**config.mk**
```make
export PLATFORM = sky130hd
export DESIGN_NAME = adc_conversion_control
export DESIGN_NICKNAME = d
export VERILOG_FILES = /design/src/core/adc_ctl_pkg.sv /design/src/core/adc_conversion_control.sv /design/src/core/conv_clock_divider.sv
export SDC_FILE = /design/constraint.sdc
export NUM_CORES = 1
export LEC_CHECK = 0
export BUFFER_PORTS_ARGS = -buffer_cell sky130_fd_sc_hd__buf_2
export CAP_MARGIN = 25
export CORE_AREA = 2 2 210 232
export DETAILED_ROUTE_END_ITERATION = 12
export DIE_AREA = 0 0 212 234
export PLACE_DENSITY = 0.63
export SYNTH_ARGS = -nofsm -noshare
export SYNTH_HDL_FRONTEND = slang
export SYNTH_HIERARCHICAL = 1
export SYNTH_SLANG_ARGS = --single-unit
```
**constraint.sdc**
```tcl
create_clock -name SYS_CLK_IN -period 14.2 [get_ports SYS_CLK_IN]
set_input_delay 1.42 -clock SYS_CLK_IN [delete_from_list [all_inputs] [get_ports SYS_CLK_IN]]
set_output_delay 1.42 -clock SYS_CLK_IN [all_outputs]
set_load 0.005 [all_outputs]
```
**src/core/adc_ctl_pkg.sv**
```systemverilog
// Package: register map, field layout, modes and carriers of the
// conversion control block. Assumes a 32-bit AXI4-Lite register bus.
package adc_ctl_pkg;
	localparam int DATA_W = 32;
	localparam int ADDR_W = 8;
	typedef logic [DATA_W-1:0] word_t;
	typedef logic [ADDR_W-1:0] addr_t;
	typedef logic [11:0]       raw_t;
	typedef logic [15:0]       result_t;
	// Register indices; each byte address is four times its index
	localparam addr_t IDX_SAMPLE  = 8'h03;
	localparam addr_t IDX_MODE    = 8'h04;
	localparam addr_t IDX_WIN     = 8'h08;
	localparam addr_t IDX_TRIG    = 8'h0C;
	localparam addr_t IDX_INPUT   = 8'h10;
	localparam addr_t ADDR_SAMPLE = {IDX_SAMPLE[5:0], 2'b00};
	localparam addr_t ADDR_MODE   = {IDX_MODE[5:0], 2'b00};
	localparam addr_t ADDR_WIN    = {IDX_WIN[5:0], 2'b00};
	localparam addr_t ADDR_TRIG   = {IDX_TRIG[5:0], 2'b00};
	localparam addr_t ADDR_INPUT  = {IDX_INPUT[5:0], 2'b00};
	localparam addr_t ADDR_RUN    = 8'h00;
	localparam addr_t ADDR_WINLO  = 8'h50;
	localparam addr_t ADDR_WINHI  = 8'h54;
	localparam addr_t ADDR_CAL    = 8'h58;
	localparam addr_t ADDR_STATUS = 8'h5C;
	localparam addr_t ADDR_RESULT = 8'h60;
	localparam word_t MASK_RUN    = 32'h00000001;
	localparam word_t MASK_SAMPLE = 32'h0000003F;
	localparam word_t MASK_MODE   = 32'h0000073F;
	localparam word_t MASK_WIN    = 32'h00000007;
	localparam word_t MASK_TRIG   = 32'h00000003;
	localparam word_t MASK_INPUT  = 32'h0FFF1F1F;
	localparam word_t MASK_LIMIT  = 32'h0000FFFF;
	localparam word_t MASK_CAL    = 32'h0FFF0FFF;
	localparam word_t RST_CAL     = 32'h00000800;
	localparam int MODE_PRESC_LSB = 8;
	localparam int MODE_RES_LSB   = 4;
	localparam int MODE_CORR_BIT  = 3;
	localparam int MODE_FREE_BIT  = 2;
	localparam int MODE_ALIGN_BIT = 1;
	localparam int MODE_DIFF_BIT  = 0;
	localparam int IN_GAIN_LSB    = 24;
	localparam int IN_SCANPOS_LSB = 20;
	localparam int IN_SCANCNT_LSB = 16;
	localparam int IN_NEG_LSB     = 8;
	localparam int IN_POS_LSB     = 0;
	localparam int TRIG_START_BIT = 1;
	localparam int TRIG_FLUSH_BIT = 0;
	localparam int STAT_SYNC_BIT  = 0;
	localparam int STAT_WIN_BIT   = 1;
	localparam int STAT_BUSY_BIT  = 2;
	localparam int RUN_EN_BIT     = 0;
	localparam int CAL_OFFS_LSB   = 16;
	localparam int GAIN_FRAC      = 11;
	localparam int PEND_MODE      = 0;
	localparam int PEND_WIN       = 1;
	localparam int PEND_TRIG      = 2;
	localparam int PEND_INPUT     = 3;
	// Conversion length in conversion-clock periods; CORR_HALVES in half periods
	localparam logic [5:0] BITS_12     = 6'h0C;
	localparam logic [5:0] BITS_10     = 6'h0A;
	localparam logic [5:0] BITS_8      = 6'h08;
	localparam logic [5:0] CORR_HALVES = 6'h06;
	localparam logic [1:0] RESP_OKAY   = 2'h0;
	localparam logic [1:0] RESP_SLVERR = 2'h2;
	typedef enum logic [1:0] {
		RES_12BIT = 2'b00, RES_16BIT = 2'b01,
		RES_10BIT = 2'b10, RES_8BIT = 2'b11
	} res_sel_e;
	typedef enum logic [2:0] {
		WIN_OFF = 3'b000, WIN_ABOVE = 3'b001, WIN_BELOW = 3'b010,
		WIN_INSIDE = 3'b011, WIN_OUTSIDE = 3'b100
	} win_mode_e;
	typedef enum logic [1:0] {
		ST_IDLE = 2'b00, ST_SAMPLE = 2'b01, ST_CONVERT = 2'b10
	} conv_state_e;
	typedef struct packed {
		logic awvalid; addr_t awaddr; logic wvalid; word_t wdata;
		logic [3:0] wstrb; logic bready; logic arvalid; addr_t araddr;
		logic rready;
	} axil_req_s;
	typedef struct packed {
		logic awready; logic wready; logic bvalid; logic [1:0] bresp;
		logic arready; logic rvalid; word_t rdata; logic [1:0] rresp;
	} axil_rsp_s;
	typedef struct packed {
		logic [4:0] pos_sel; logic [4:0] neg_sel; logic [3:0] gain;
		logic diff; res_sel_e width; logic correct;
	} core_cfg_s;
endpackage

```
**src/core/adc_conversion_control.sv**
```systemverilog
// Conversion control: AXI4-Lite register file, conversion clock, sequencer,
// result shaping and window monitor for an external analog core.
// Assumes the core follows CORE_CLK_OUT/SAMPLE_OUT and holds its sample.
// What this block does
// Sample phase lasts sample length plus one half conversion periods.
// Reserved bits always read back as zero.
// Divider codes 0..7 give conversion clock divide by 4..512.
// Divider field writes are ignored while the converter is enabled.
// Width code picks 12, 10 or 8 bit results; the 16-bit code gives 12 bits.
// Width setting only accepted while the converter is disabled.
// Correction applies offset and gain, lengthening the conversion.
// Free-running restarts on completion; otherwise one conversion each.
// Left alignment puts result at top; right alignment by default.
// Differential select converts positive minus negative input.
// Mode bits change only while the converter is disabled.
// Window modes: off, above, below, inside, outside; 5..7 reserved.
// Start bit begins a conversion, cleared by hardware on start.
// Writing zero to start or flush does nothing.
// Flush restarts conversion clock next edge and aborts conversions.
// Flush bit reads set until the flush has finished.
// After flush, pending or running work restarts afresh.
// Synchronized registers land on a conversion clock edge; lockable.
// Input register: gain 27:24, negative 12:8, positive 4:0.
// Scan position steps by one after each conversion in scan mode, except the last of a scan, which wraps it back.
// A scan covers scan count plus one inputs.
// Sync pending flag stays set while a synchronized write lands.
// Window flag raised when a result meets the compare condition.
// Software disables before mode changes and polls the sync flag.
//
// Chosen here: the AXI4-Lite register port.
`timescale 1ns/1ns
module adc_conversion_control (
	input  wire logic                   SYS_CLK_IN,
	input  wire logic                   RST_IN,
	input  wire adc_ctl_pkg::axil_req_s AXI_REQ_IN,
	output adc_ctl_pkg::axil_rsp_s      AXI_RSP_OUT,
	input  wire logic                   WRITE_LOCK_IN,
	input  wire adc_ctl_pkg::raw_t      CORE_DATA_IN,
	output logic                        CORE_CLK_OUT,
	output logic                        SAMPLE_OUT,
	output adc_ctl_pkg::core_cfg_s      CORE_CFG_OUT,
	output adc_ctl_pkg::result_t        RESULT_OUT,
	output logic                        RESULT_VALID_OUT,
	output logic                        WINDOW_HIT_OUT
);
	import adc_ctl_pkg::*;

	logic        aw_hold_q, w_hold_q, bvalid_q, rvalid_q;
	addr_t       awaddr_q, rd_addr_q;
	word_t       wdata_q, rdata_q;
	logic [3:0]  wstrb_q;
	logic [1:0]  bresp_q;
	logic        run_en_q, start_q, flush_q, flush_run_q, win_flag_q;
	logic [5:0]  samp_len_q, cnt_q, cnt_d;
	word_t       mode_stage_q, mode_q, input_stage_q, input_q, cal_q;
	logic [2:0]  win_stage_q;
	win_mode_e   win_q;
	logic [3:0]  pend_q, pend_set, scan_step_q;
	result_t     winlo_q, winhi_q, result_q;
	conv_state_e state_q, state_d;
	raw_t        core_s1_q, core_s2_q, core_s3_q, core_q;
	logic        result_valid_q, win_hit_q, sample_q;
	core_cfg_s   cfg_q;
	logic        half_tick;

	// Bus handshake and decode
	wire logic  awready_w = ~aw_hold_q & ~bvalid_q;
	wire logic  wready_w  = ~w_hold_q & ~bvalid_q;
	wire logic  wr_fire   = aw_hold_q & w_hold_q & ~bvalid_q;
	wire logic  rd_take   = AXI_REQ_IN.arvalid & ~rvalid_q;
	wire word_t wr_bm     = {{8{wstrb_q[3]}}, {8{wstrb_q[2]}},
		{8{wstrb_q[1]}}, {8{wstrb_q[0]}}};
	wire logic  sel_run    = awaddr_q == ADDR_RUN;
	wire logic  sel_samp   = awaddr_q == ADDR_SAMPLE;
	wire logic  sel_mode   = awaddr_q == ADDR_MODE;
	wire logic  sel_win    = awaddr_q == ADDR_WIN;
	wire logic  sel_trig   = awaddr_q == ADDR_TRIG;
	wire logic  sel_input  = awaddr_q == ADDR_INPUT;
	wire logic  sel_winlo  = awaddr_q == ADDR_WINLO;
	wire logic  sel_winhi  = awaddr_q == ADDR_WINHI;
	wire logic  sel_cal    = awaddr_q == ADDR_CAL;
	wire logic  sel_status = awaddr_q == ADDR_STATUS;
	wire logic  sel_prot   = sel_run | sel_samp | sel_mode | sel_win
		| sel_trig | sel_input | sel_winlo | sel_winhi | sel_cal;
	// Locked writes to protected registers are refused
	wire logic  wr_ok  = wr_fire & sel_prot & ~WRITE_LOCK_IN;
	wire logic  wr_st  = wr_fire & sel_status;
	wire logic  wr_acc = (sel_prot & ~WRITE_LOCK_IN) | sel_status;

	function automatic word_t merge(input word_t old, input word_t mask);
		merge = ((old & ~wr_bm) | (wdata_q & wr_bm)) & mask;
	endfunction

	wire word_t wd_trig  = wdata_q & wr_bm & MASK_TRIG;
	// Whole mode register is enable-protected
	wire logic  mode_wr  = wr_ok & sel_mode & ~run_en_q;
	wire logic  start_set = wr_ok & sel_trig & wd_trig[TRIG_START_BIT];
	wire logic  flush_set = wr_ok & sel_trig & wd_trig[TRIG_FLUSH_BIT];
	wire logic  sync_busy = |pend_q;

	// Field views of the applied registers
	wire logic [2:0] presc_w = mode_q[MODE_PRESC_LSB +: 3];
	wire res_sel_e res_w  = res_sel_e'(mode_q[MODE_RES_LSB +: 2]);
	wire logic corr_en    = mode_q[MODE_CORR_BIT];
	wire logic free_run   = mode_q[MODE_FREE_BIT];
	wire logic align_msb  = mode_q[MODE_ALIGN_BIT];
	wire logic [3:0] scan_pos = input_q[IN_SCANPOS_LSB +: 4];
	wire logic [3:0] scan_cnt = input_q[IN_SCANCNT_LSB +: 4];

	// Sequencer timing
	wire logic flush_go   = flush_q & ~flush_run_q;
	wire logic flush_done = half_tick & flush_run_q;
	wire logic conv_begin = half_tick & run_en_q & ~flush_go
		& (state_q == ST_IDLE) & start_q;
	wire logic [5:0] res_bits = (res_w == RES_10BIT) ? BITS_10 :
		(res_w == RES_8BIT) ? BITS_8 : BITS_12;
	wire logic [5:0] conv_last = 6'({res_bits[4:0], 1'b0}
		+ (corr_en ? CORR_HALVES : 6'h00) - 6'h01);
	wire logic finish = half_tick & run_en_q & ~flush_go
		& (state_q == ST_CONVERT) & (cnt_q == conv_last);
	wire logic resume = flush_go & (state_q != ST_IDLE);

	// Scan stepping wraps back after scan count plus one inputs
	wire logic scan_adv = finish & (scan_cnt != 4'h0);
	wire logic scan_end = scan_step_q == scan_cnt;
	wire logic [3:0] next_pos = scan_end ? 4'(scan_pos - scan_cnt)
		: 4'(scan_pos + 4'h1);

	// Result correction and shaping
	wire logic signed [12:0] offs_diff = $signed({1'b0, core_q})
		- $signed({1'b0, cal_q[CAL_OFFS_LSB +: 12]});
	wire logic signed [25:0] gain_prod = offs_diff
		* $signed({1'b0, cal_q[11:0]});
	wire logic signed [25:0] scaled = gain_prod >>> GAIN_FRAC;
	wire raw_t corr_val = scaled[25] ? 12'h000 :
		(|scaled[24:12]) ? 12'hFFF : scaled[11:0];
	wire raw_t conv_val = corr_en ? corr_val : core_q;
	wire logic [5:0] rsh = 6'(BITS_12 - res_bits);
	wire result_t res_right = result_t'({4'h0, conv_val} >> rsh);
	wire logic [5:0] lsh = 6'(6'h10 - res_bits);
	wire result_t res_final = align_msb ? result_t'(res_right << lsh)
		: res_right;

	// Window compare on the shaped result
	wire logic above_lo = res_final > winlo_q;
	wire logic below_hi = res_final < winhi_q;
	wire logic win_hit  = ((win_q == WIN_ABOVE) & above_lo)
		| ((win_q == WIN_BELOW) & below_hi)
		| ((win_q == WIN_INSIDE) & above_lo & below_hi)
		| ((win_q == WIN_OUTSIDE) & ~(above_lo & below_hi));

	// Read decode
	wire addr_t ra = AXI_REQ_IN.araddr;
	wire word_t rd_word =
		(ra == ADDR_RUN)    ? {31'h0, run_en_q} :
		(ra == ADDR_SAMPLE) ? {26'h0, samp_len_q} :
		(ra == ADDR_MODE)   ? mode_stage_q :
		(ra == ADDR_WIN)    ? {29'h0, win_stage_q} :
		(ra == ADDR_TRIG)   ? {30'h0, start_q, flush_q} :
		(ra == ADDR_INPUT)  ? input_stage_q :
		(ra == ADDR_WINLO)  ? {16'h0, winlo_q} :
		(ra == ADDR_WINHI)  ? {16'h0, winhi_q} :
		(ra == ADDR_CAL)    ? cal_q :
		(ra == ADDR_STATUS) ? {29'h0, state_q != ST_IDLE, win_flag_q,
			sync_busy} :
		(ra == ADDR_RESULT) ? {16'h0, result_q} : 32'h0;
	wire logic rd_hit = (ra == ADDR_RUN) | (ra == ADDR_SAMPLE)
		| (ra == ADDR_MODE) | (ra == ADDR_WIN) | (ra == ADDR_TRIG)
		| (ra == ADDR_INPUT) | (ra == ADDR_WINLO) | (ra == ADDR_WINHI)
		| (ra == ADDR_CAL) | (ra == ADDR_STATUS) | (ra == ADDR_RESULT);
	logic [1:0] rresp_q;

	assign pend_set = {wr_ok & sel_input, wr_ok & sel_trig
		& (|wd_trig), wr_ok & sel_win, mode_wr};

	assign AXI_RSP_OUT = '{awready: awready_w, wready: wready_w,
		bvalid: bvalid_q, bresp: bresp_q, arready: ~rvalid_q,
		rvalid: rvalid_q, rdata: rdata_q, rresp: rresp_q};
	assign SAMPLE_OUT       = sample_q;
	assign CORE_CFG_OUT     = cfg_q;
	assign RESULT_OUT       = result_q;
	assign RESULT_VALID_OUT = result_valid_q;
	assign WINDOW_HIT_OUT   = win_hit_q;

	conv_clock_divider u_div (
		.clk_in        (SYS_CLK_IN),
		.rst_in        (RST_IN),
		.restart_in    (flush_go),
		.code_in       (presc_w),
		.half_tick_out (half_tick),
		.conv_clk_out  (CORE_CLK_OUT)
	);

	always_ff @(posedge SYS_CLK_IN) begin
		if (RST_IN) begin
			aw_hold_q <= 1'b0;
			w_hold_q  <= 1'b0;
			bvalid_q  <= 1'b0;
			bresp_q   <= RESP_OKAY;
		end else begin
			if (AXI_REQ_IN.awvalid & awready_w) begin
				aw_hold_q <= 1'b1;
				awaddr_q  <= AXI_REQ_IN.awaddr;
			end else if (wr_fire) begin
				aw_hold_q <= 1'b0;
			end
			if (AXI_REQ_IN.wvalid & wready_w) begin
				w_hold_q <= 1'b1;
				wdata_q  <= AXI_REQ_IN.wdata;
				wstrb_q  <= AXI_REQ_IN.wstrb;
			end else if (wr_fire) begin
				w_hold_q <= 1'b0;
			end
			if (wr_fire) begin
				bvalid_q <= 1'b1;
				bresp_q  <= wr_acc ? RESP_OKAY : RESP_SLVERR;
			end else if (AXI_REQ_IN.bready) begin
				bvalid_q <= 1'b0;
			end
		end
	end

	always_ff @(posedge SYS_CLK_IN) begin
		if (RST_IN) begin
			rvalid_q  <= 1'b0;
			rdata_q   <= 32'h0;
			rresp_q   <= RESP_OKAY;
			rd_addr_q <= ADDR_RUN;
		end else if (rd_take) begin
			rvalid_q  <= 1'b1;
			rdata_q   <= rd_word;
			rresp_q   <= rd_hit ? RESP_OKAY : RESP_SLVERR;
			rd_addr_q <= ra;
		end else if (AXI_REQ_IN.rready) begin
			rvalid_q <= 1'b0;
		end
	end

	// Software-written registers and staging
	always_ff @(posedge SYS_CLK_IN) begin
		if (RST_IN) begin
			run_en_q     <= 1'b0;
			samp_len_q   <= 6'h00;
			mode_stage_q <= 32'h0;
			win_stage_q  <= 3'h0;
			winlo_q      <= 16'h0000;
			winhi_q      <= 16'h0000;
			cal_q        <= RST_CAL;
		end else if (wr_ok) begin
			if (sel_run)
				run_en_q <= 1'(merge({31'h0, run_en_q}, MASK_RUN)
					>> RUN_EN_BIT);
			if (sel_samp)
				samp_len_q <= 6'(merge({26'h0, samp_len_q}, MASK_SAMPLE));
			if (mode_wr)
				mode_stage_q <= merge(mode_stage_q, MASK_MODE);
			if (sel_win)
				win_stage_q <= 3'(merge({29'h0, win_stage_q}, MASK_WIN));
			if (sel_winlo)
				winlo_q <= 16'(merge({16'h0, winlo_q}, MASK_LIMIT));
			if (sel_winhi)
				winhi_q <= 16'(merge({16'h0, winhi_q}, MASK_LIMIT));
			if (sel_cal)
				cal_q <= merge(cal_q, MASK_CAL);
		end
	end

	// Staged values land on a conversion clock edge
	always_ff @(posedge SYS_CLK_IN) begin
		if (RST_IN) begin
			pend_q <= 4'h0;
			mode_q <= 32'h0;
			win_q  <= WIN_OFF;
		end else begin
			pend_q <= (pend_q & ~{4{half_tick}}) | pend_set;
			if (half_tick & pend_q[PEND_MODE])
				mode_q <= mode_stage_q;
			if (half_tick & pend_q[PEND_WIN])
				win_q <= win_mode_e'(win_stage_q);
		end
	end

	// Input select with scan stepping; a landing write wins
	always_ff @(posedge SYS_CLK_IN) begin
		if (RST_IN) begin
			input_stage_q <= 32'h0;
			input_q       <= 32'h0;
			scan_step_q   <= 4'h0;
		end else begin
			if (wr_ok & sel_input)
				input_stage_q <= merge(input_stage_q, MASK_INPUT);
			else if (scan_adv & ~pend_q[PEND_INPUT])
				input_stage_q[IN_SCANPOS_LSB +: 4] <= next_pos;
			if (half_tick & pend_q[PEND_INPUT]) begin
				input_q     <= input_stage_q;
				scan_step_q <= 4'h0;
			end else if (scan_adv) begin
				input_q[IN_SCANPOS_LSB +: 4] <= next_pos;
				scan_step_q <= scan_end ? 4'h0 : 4'(scan_step_q + 4'h1);
			end
		end
	end

	// Trigger bits: setting wins over the hardware clear
	always_ff @(posedge SYS_CLK_IN) begin
		if (RST_IN) begin
			start_q     <= 1'b0;
			flush_q     <= 1'b0;
			flush_run_q <= 1'b0;
		end else begin
			start_q <= start_set | resume | (start_q & ~conv_begin);
			flush_q <= flush_set | (flush_q & ~flush_done);
			flush_run_q <= (flush_run_q | flush_go) & ~flush_done;
		end
	end

	always_comb begin
		state_d = state_q;
		cnt_d   = cnt_q;
		if (flush_go | ~run_en_q) begin
			state_d = ST_IDLE;
			cnt_d   = 6'h00;
		end else if (half_tick) begin
			unique case (state_q)
				ST_IDLE: begin
					if (start_q) begin
						state_d = ST_SAMPLE;
						cnt_d   = 6'h00;
					end
				end
				ST_SAMPLE: begin
					if (cnt_q == samp_len_q) begin
						state_d = ST_CONVERT;
						cnt_d   = 6'h00;
					end else begin
						cnt_d = 6'(cnt_q + 6'h01);
					end
				end
				ST_CONVERT: begin
					if (cnt_q == conv_last) begin
						state_d = free_run ? ST_SAMPLE : ST_IDLE;
						cnt_d   = 6'h00;
					end else begin
						cnt_d = 6'(cnt_q + 6'h01);
					end
				end
				default: state_d = ST_IDLE;
			endcase
		end
	end

	always_ff @(posedge SYS_CLK_IN) begin
		if (RST_IN) begin
			state_q <= ST_IDLE;
			cnt_q   <= 6'h00;
		end else begin
			state_q <= state_d;
			cnt_q   <= cnt_d;
		end
	end

	// Core sample crosses in: taken once stages two and three agree
	always_ff @(posedge SYS_CLK_IN) begin
		if (RST_IN) begin
			core_s1_q <= 12'h000;
			core_s2_q <= 12'h000;
			core_s3_q <= 12'h000;
			core_q    <= 12'h000;
		end else begin
			core_s1_q <= CORE_DATA_IN;
			core_s2_q <= core_s1_q;
			core_s3_q <= core_s2_q;
			if (core_s2_q == core_s3_q)
				core_q <= core_s3_q;
		end
	end

	always_ff @(posedge SYS_CLK_IN) begin
		if (RST_IN) begin
			result_q       <= 16'h0000;
			result_valid_q <= 1'b0;
			win_hit_q      <= 1'b0;
			win_flag_q     <= 1'b0;
			sample_q       <= 1'b0;
			cfg_q          <= '0;
		end else begin
			if (finish)
				result_q <= res_final;
			result_valid_q <= finish;
			win_hit_q      <= finish & win_hit;
			win_flag_q     <= (finish & win_hit) | (win_flag_q
				& ~(wr_st & wdata_q[STAT_WIN_BIT] & wstrb_q[0]));
			sample_q       <= state_d == ST_SAMPLE;
			cfg_q.pos_sel  <= 5'(input_q[IN_POS_LSB +: 5]
				+ {1'b0, scan_pos});
			cfg_q.neg_sel  <= input_q[IN_NEG_LSB +: 5];
			cfg_q.gain     <= input_q[IN_GAIN_LSB +: 4];
			cfg_q.diff     <= mode_q[MODE_DIFF_BIT];
			cfg_q.width    <= res_w;
			cfg_q.correct  <= corr_en;
		end
	end

	// Checks
	logic [15:0] samp_cyc_q, tick_gap_q;
	wire logic [15:0] half_per = 16'h0002 << presc_w;
	wire logic [15:0] samp_span = 16'((16'({10'h000, samp_len_q})
		+ 16'h0001) * half_per);
	always_ff @(posedge SYS_CLK_IN) begin
		if (RST_IN | (state_q != ST_SAMPLE))
			samp_cyc_q <= 16'h0000;
		else
			samp_cyc_q <= 16'(samp_cyc_q + 16'h0001);
		if (RST_IN | half_tick | flush_go)
			tick_gap_q <= 16'h0000;
		else
			tick_gap_q <= 16'(tick_gap_q + 16'h0001);
	end
endmodule

```
**src/core/conv_clock_divider.sv**
```systemverilog
// Conversion clock divider: half-period tick and clock level.
// Assumes the code is only changed between ticks by the owner.
`timescale 1ns/1ns
module conv_clock_divider (
	input  wire logic       clk_in,
	input  wire logic       rst_in,
	input  wire logic       restart_in,
	input  wire logic [2:0] code_in,
	output logic            half_tick_out,
	output logic            conv_clk_out
);
	logic [8:0] count_q;
	logic       clk_q;
	wire  logic [8:0] last_w = 9'((9'h002 << code_in) - 9'h001);

	// Half period is 2^(code+1) cycles, full period 2^(code+2)
	assign half_tick_out = (count_q == last_w) & ~restart_in;
	assign conv_clk_out  = clk_q;

	always_ff @(posedge clk_in) begin
		if (rst_in | restart_in) begin
			count_q <= 9'h000;
			clk_q   <= 1'b0;
		end else if (half_tick_out) begin
			count_q <= 9'h000;
			clk_q   <= ~clk_q;
		end else begin
			count_q <= 9'(count_q + 9'h001);
		end
	end
endmodule

```
After elaboration in Yosys (flattened, before gate mapping). Cells that the tools add are included.

Register bits after elaboration: 326. Output and inout port bits: 79. Bits of input ports: 72. Word-level logic and storage cells: 283.

Muxes and demuxes: 44. Reductions and logical operators: 28. Add/subtract/negate cells: 12. $mul: 1. Magnitude comparators: 2. Shift operators: 3. Bitwise gates (word level): 112. Equality and inequality tests: 34.

Operators with widths (count): 28-bit two-way mux (9); 8-bit by 7-bit equality test with 1-bit output, second input constant (11); 28-bit bitwise AND (3); 28-bit bitwise OR (2); 1-bit bitwise AND (48); 16-bit two-way mux (3); 12-bit two-way mux (3); 16-bit bitwise AND (2); 8-bit by 6-bit equality test with 1-bit output, second input constant (4); 16-bit bitwise OR (2); 1-bit bitwise OR (30); 28-bit inverter (1); 13-bit by 13-bit multiplier with 26-bit output (1); 4-bit two-way mux (6); 6-bit two-way mux (3); 6-bit case mux with 3 select lines (1); 2-bit AND reduction (9); 8-bit by 4-bit equality test with 1-bit output, second input constant (2); 8-bit by 5-bit equality test with 1-bit output, second input constant (2); 16-bit greater-than comparator (1); 8-bit zero test (2); 16-bit less-than comparator (1); 16-bit by 6-bit << shifter with 16-bit output (1); 12-bit by 6-bit >> shifter with 16-bit output (1); 44 further kinds (88).

Depth between registers and ports, before layout.
Word-level depth: 16. Depth in mapped cells: 50. Gate-level depth less buffers: 48.

By module. Netlist, hierarchy kept.

Modules (own cells, without submodules): adc_conversion_control (times used 1, area each 20395.8 µm², cells an instance 2340); conv_clock_divider (times used 1, area each 636.9 µm², cells an instance 76).

Least setup slack after synthesis. Ideal clock, no wire load.

Path type: reg-to-reg. From: register with a tool-made name. To: register win_hit_q (netlist: WINDOW_HIT_OUT). Buffers on the path: 2. Stages on the path, launching flop included: 48. Arrival: 9.726 ns. Slack: 4.349 ns. Path through: dfxtp_1 -> inv_1 -> ha_1 -> nor2b_1 -> o21ai_0 -> a21boi_0 -> o21ai_0 -> a21boi_0 -> o21ai_0 -> a21boi_0 -> o21ai_0 -> nand2b_1 -> a31oi_1 -> clkbuf_1 -> nand2_1 -> fa_1 -> inv_1 -> fa_1 -> [... 12 more ...] -> o21a_1 -> o21ai_1 -> buf_2 -> a21oi_2 -> a21oi_2 -> mux2i_1 -> a211o_1 -> and2_1 -> ha_1 -> nand4_1 -> o21ai_0 -> nand2_1 -> or3_1 -> a31oi_1 -> a211oi_2 -> and3_1 -> a31oi_1 -> a21oi_1.

RTL lines: end signal, assigned (line adc_conversion_control.sv:390) `win_hit_q <= finish & win_hit;`; end, declared (line adc_conversion_control.sv:62) `logic result_valid_q, win_hit_q, sample_q;`.

Worst setup path after layout.
From: register core_q[0]. To: register win_hit_q (netlist: WINDOW_HIT_OUT).

Longest elaborated chain between the ends: 15. Elaborated cells between the ends (all ways): 22.

RTL lines: start, declared (line adc_conversion_control.sv:61) `raw_t core_s1_q, core_s2_q, core_s3_q, core_q;`; start signal, assigned (line adc_conversion_control.sv:374) `core_q <= core_s3_q;`; 12-bit by 12-bit subtractor with 13-bit output (line adc_conversion_control.sv:131) `- $signed({1'b0, cal_q[CAL_OFFS_LSB +: 12]});`; 13-bit by 13-bit multiplier with 26-bit output (line adc_conversion_control.sv:133) `* $signed({1'b0, cal_q[11:0]});`; 3-bit OR reduction (line adc_conversion_control.sv:136) `(|scaled[24:12]) ? 12'hFFF : scaled[11:0];`; 12-bit two-way mux (line adc_conversion_control.sv:136); 12-bit two-way mux (line adc_conversion_control.sv:135) `wire raw_t corr_val = scaled[25] ? 12'h000 :`; 12-bit two-way mux * (line adc_conversion_control.sv:137) `wire raw_t conv_val = corr_en ? corr_val : core_q;`; 12-bit by 6-bit >> shifter with 16-bit output * (line adc_conversion_control.sv:139) `wire result_t res_right = result_t'({4'h0, conv_val} >> rsh);`; 16-bit by 6-bit << shifter with 16-bit output (line adc_conversion_control.sv:141) `wire result_t res_final = align_msb ? result_t'(res_right << lsh)`; 16-bit two-way mux * (line adc_conversion_control.sv:141); via res_final[5] (line adc_conversion_control.sv:141); 16-bit greater-than comparator / 16-bit less-than comparator (equally long branches) (line adc_conversion_control.sv:145, adc_conversion_control.sv:146); 1-bit bitwise AND, on equally long branches; 1-bit bitwise OR (tied with other cells) (line adc_conversion_control.sv:148) `| ((win_q == WIN_BELOW) & below_hi)`; 1-bit bitwise OR / 1-bit bitwise AND (equally long branches) (line adc_conversion_control.sv:149, adc_conversion_control.sv:150); 1-bit bitwise OR * (line adc_conversion_control.sv:150) `| ((win_q == WIN_OUTSIDE) & ~(above_lo & below_hi));`; 1-bit bitwise AND * (line adc_conversion_control.sv:390).

The timed path passes the listed nets; every way through them passes the cells marked *. A chain may end at the register's enable or synchronous reset.

==> reports/metrics.cfg <==
[critical_path]
crit-reg2reg-capture=WINDOW_HIT_OUT
type_of_element_capturing_the_critical_path=flip-flop
regToRegSetupSlack_ns=2.47
timing.critical_path.mode_cell=fa_1
critical_path_arrival_ns=12.19
critical_path.max_stage_delay_ns=0.82
critical_path.max_fanout=12
critical_path.startpoint_type=flip-flop
crit_required_ns=14.67
reg2reg_from=core_q[0]
setup_cp_type=reg -> reg
critPathTopFamily=compound AO/OA/AOI/OAI gates
worstSetupPathDepth=43
path_buf_inv=4
cp_slowest_cell=xor2_1
worst-r2r-cell-count=43

[routing]
wirelength_um=59630
met2_routed_length_um=29470
highest-signal-layer=met4
overall_via_count_from_detail_route=17066
dr_wl_met3_um=2809
drc=0
drtIter0Drc=1126
wl_per_cell_um=18.88
drt_pre_antenna_iters=6
wire_length_the_detailed_router_placed_on_met1_um=24850
ant_nets=0
viasPerCell=5.402

[clocking]
cts.clk_slew.worst_paths_ns=0.07
clkSinkCount=320
number_of_clock_buffers_inserted_by_tritoncts=30
post_cts.resized_instances=0
post_cts_hold_buffers=0
clock_insertion_delay_worst_skew_ns=0.59
root_buffer=clkbuf_16
post_cts.repair.setup_buffers=0
clock_tree.buffer_depth=3
cts_max_level=1
tritoncts=built

[timing]
rsz0062_at_grt=no
setup_viol=0
final-hold-violation-count=0
timing_max_transition_violations_final=0
fin_worst_skew_ns=0.03799
fmax_ghz=0.08527
totalNegativeSetupSlack_ns=0
final.hold.worst_slack_ns=0.4363
fin_crit_sh=0.8259
worst_slew_pin_slew_ns=1.036
worst_slew_margin_rel=0.3073
post-route-min-period_ns=11.73

[place]
place.detailed.hpwl_um=45940
portBuffers=140
place.gp.congestion=0.9404

[outcome]
outcome=complete, no violations

[flow_run]
max_cap_violations=0

[logic_synthesis]
synth_edf_count=40
post_synthesis_async_set_or_reset_flop_share=0
yosys_warnings=6
syn_area_per_cell_um2=8.706
netlist-cell-type-count=86
synth_top_flop_cell=dfxtp_1
synth_sequential_area_ratio=0.3236
postSynthRegisterBits=320
postSynthCellCount=2416
total_standard_cell_area_after_synthesis_um2=21030

[power_and_ir_drop]
power-per-cell-area_nw_per_um2=82.78
leakagePower_nw=10.36
vdd.ir_drop.worst_mv=0.1033

[floorplan]
die_h_um=234
fp.dieW_um=212
coreArea_um2=47400
initial_core_utilization=0.4437
fp.dieArea_um2=49610
design.portCount=151
rows=84

[global_route]
grt_start_max_net_pins=101
globalRouteTotalUtil=0.2430
first_pass_grt_wire_length_um=94230
grt_remaining_overflow=0
antenna_found_initial=0
grt_pass1_vias=17174

[final_layout]
antenna-diode-count=0
final_layout_size_suffix_gt1_frac=0.09944
area_growth_pct=10.74
num-nets-final=2832

[hold_path]
hold_path_class=reg -> reg
hold_path_startpoint=core_s1_q[7]
worstHoldPathCells=1
hold_end=core_s2_q[7]

[area by class of cell]
class | instances | area, um2
sequential | 320 | 6807
tap | 645 | 807.0
clock inverter | 15 | 181.4
clock buffer | 41 | 873.3
fill | 4566 | 24110
multi-input combinational | 1687 | 12650
timing repair buffer | 165 | 900.9
inverter | 286 | 1074
[how the worst max path moves through the flow]
stage,from,endpoint,slack (ns)
floorplan,flip-flop,WINDOW_HIT_OUT,4.35
global placement,core_q[0],WINDOW_HIT_OUT,2.66
detailed placement,core_q[0],WINDOW_HIT_OUT,2.49
CTS,core_q[0],WINDOW_HIT_OUT,2.48
global route,core_q[0],WINDOW_HIT_OUT,1.52
finish,core_q[0],WINDOW_HIT_OUT,2.47
[per-layer routing]
| metal | vias to the layer above | global-route usage |
|---|---|---|
| met2 | 498 | 0.4283 |
| met1 | 8307 | 0.3044 |
| met5 | - | 0 |
| met4 | 0 | 0.09991 |
| li1 | 8135 | - |
| met3 | 126 | 0.02424 |
[metrics by stage]
step	utilization	setup slack, ns	cell area [um2]	instances	power (W)
after floorplan	-	4.349	21050	2421	0.001044
after global placement	0.4686	2.659	22210	3100	0.001087
after detailed placement	0.4691	2.495	22240	3103	0.001090
after CTS	0.4914	2.479	23290	3159	0.001943
after global routing	0.4914	1.516	23290	3159	0.001992
final	0.4914	2.472	23290	3159	0.001928
[report_power, final]
| group | leakage, nW | internal [W] | switching, W | total (W) |
|---|---|---|---|---|
| registers | 2.63 | 0.000931 | 0.0000159 | 0.000947 |
| logic | 7.21 | 0.0000436 | 0.0000802 | 0.000124 |
| clock network | 0.516 | 0.000503 | 0.000355 | 0.000857 |
[cell usage in the layout, fill, tap and decap left out, drive strengths merged, types with 9 or more instances in the layout]
cell	count
a21o	14
a211oi	18
dfxtp	280
and3	16
a22oi	35
mux2i	77
xnor2	24
a31oi	12
nand3	74
buf	164
clkinv	9
nor3	27
nand2	272
o21a	9
xor2	42
and2	78
fa	151
a221oi	22
nor2b	77
nand4	11
nor4	11
o21ai	58
nand2b	16
ha	119
o211ai	9
a21oi	172
edfxtp	40
nor2	235
inv	286
clkbuf	42
[synth_stat cells (all sizes together) (8+ instances only)]
| library cell | n | share of area |
|---|---|---|
| inv | 284 | 0.051 |
| dfxtp | 280 | 0.27 |
| nand2 | 272 | 0.049 |
| nor2 | 235 | 0.042 |
| a21oi | 172 | 0.042 |
| fa | 151 | 0.14 |
| ha | 119 | 0.071 |
| clkbuf | 104 | 0.019 |
| and2 | 78 | 0.023 |
| mux2i | 77 | 0.037 |
| nor2b | 77 | 0.023 |
| nand3 | 74 | 0.018 |
| o21ai | 58 | 0.014 |
| xor2 | 42 | 0.017 |
| edfxtp | 40 | 0.057 |
| a22oi | 35 | 0.013 |
| nor3 | 27 | 0.0071 |
| buf | 24 | 0.0070 |
| xnor2 | 24 | 0.010 |
| a221oi | 22 | 0.0095 |
| a211oi | 18 | 0.0071 |
| and3 | 16 | 0.0048 |
| nand2b | 16 | 0.0048 |
| a21o | 14 | 0.0050 |
| a31oi | 12 | 0.0036 |
| nand4 | 11 | 0.0033 |
| nor4 | 11 | 0.0033 |
| o211ai | 9 | 0.0032 |
| o21a | 9 | 0.0033 |
| or3 | 8 | 0.0026 |
[kinds of logic after synthesis]
group | synth area share
adder cells (fa/ha/maj) | 0.2145
AO/OA/AOI/OAI | 0.1293
flip-flops | 0.3236
XOR/XNOR | 0.02748
other | 0.0001783
buffers and inverters | 0.07656
AND/OR/NAND/NOR | 0.1901
multiplexers | 0.03825
No activity file was read; power rests on OpenSTA's default activity.
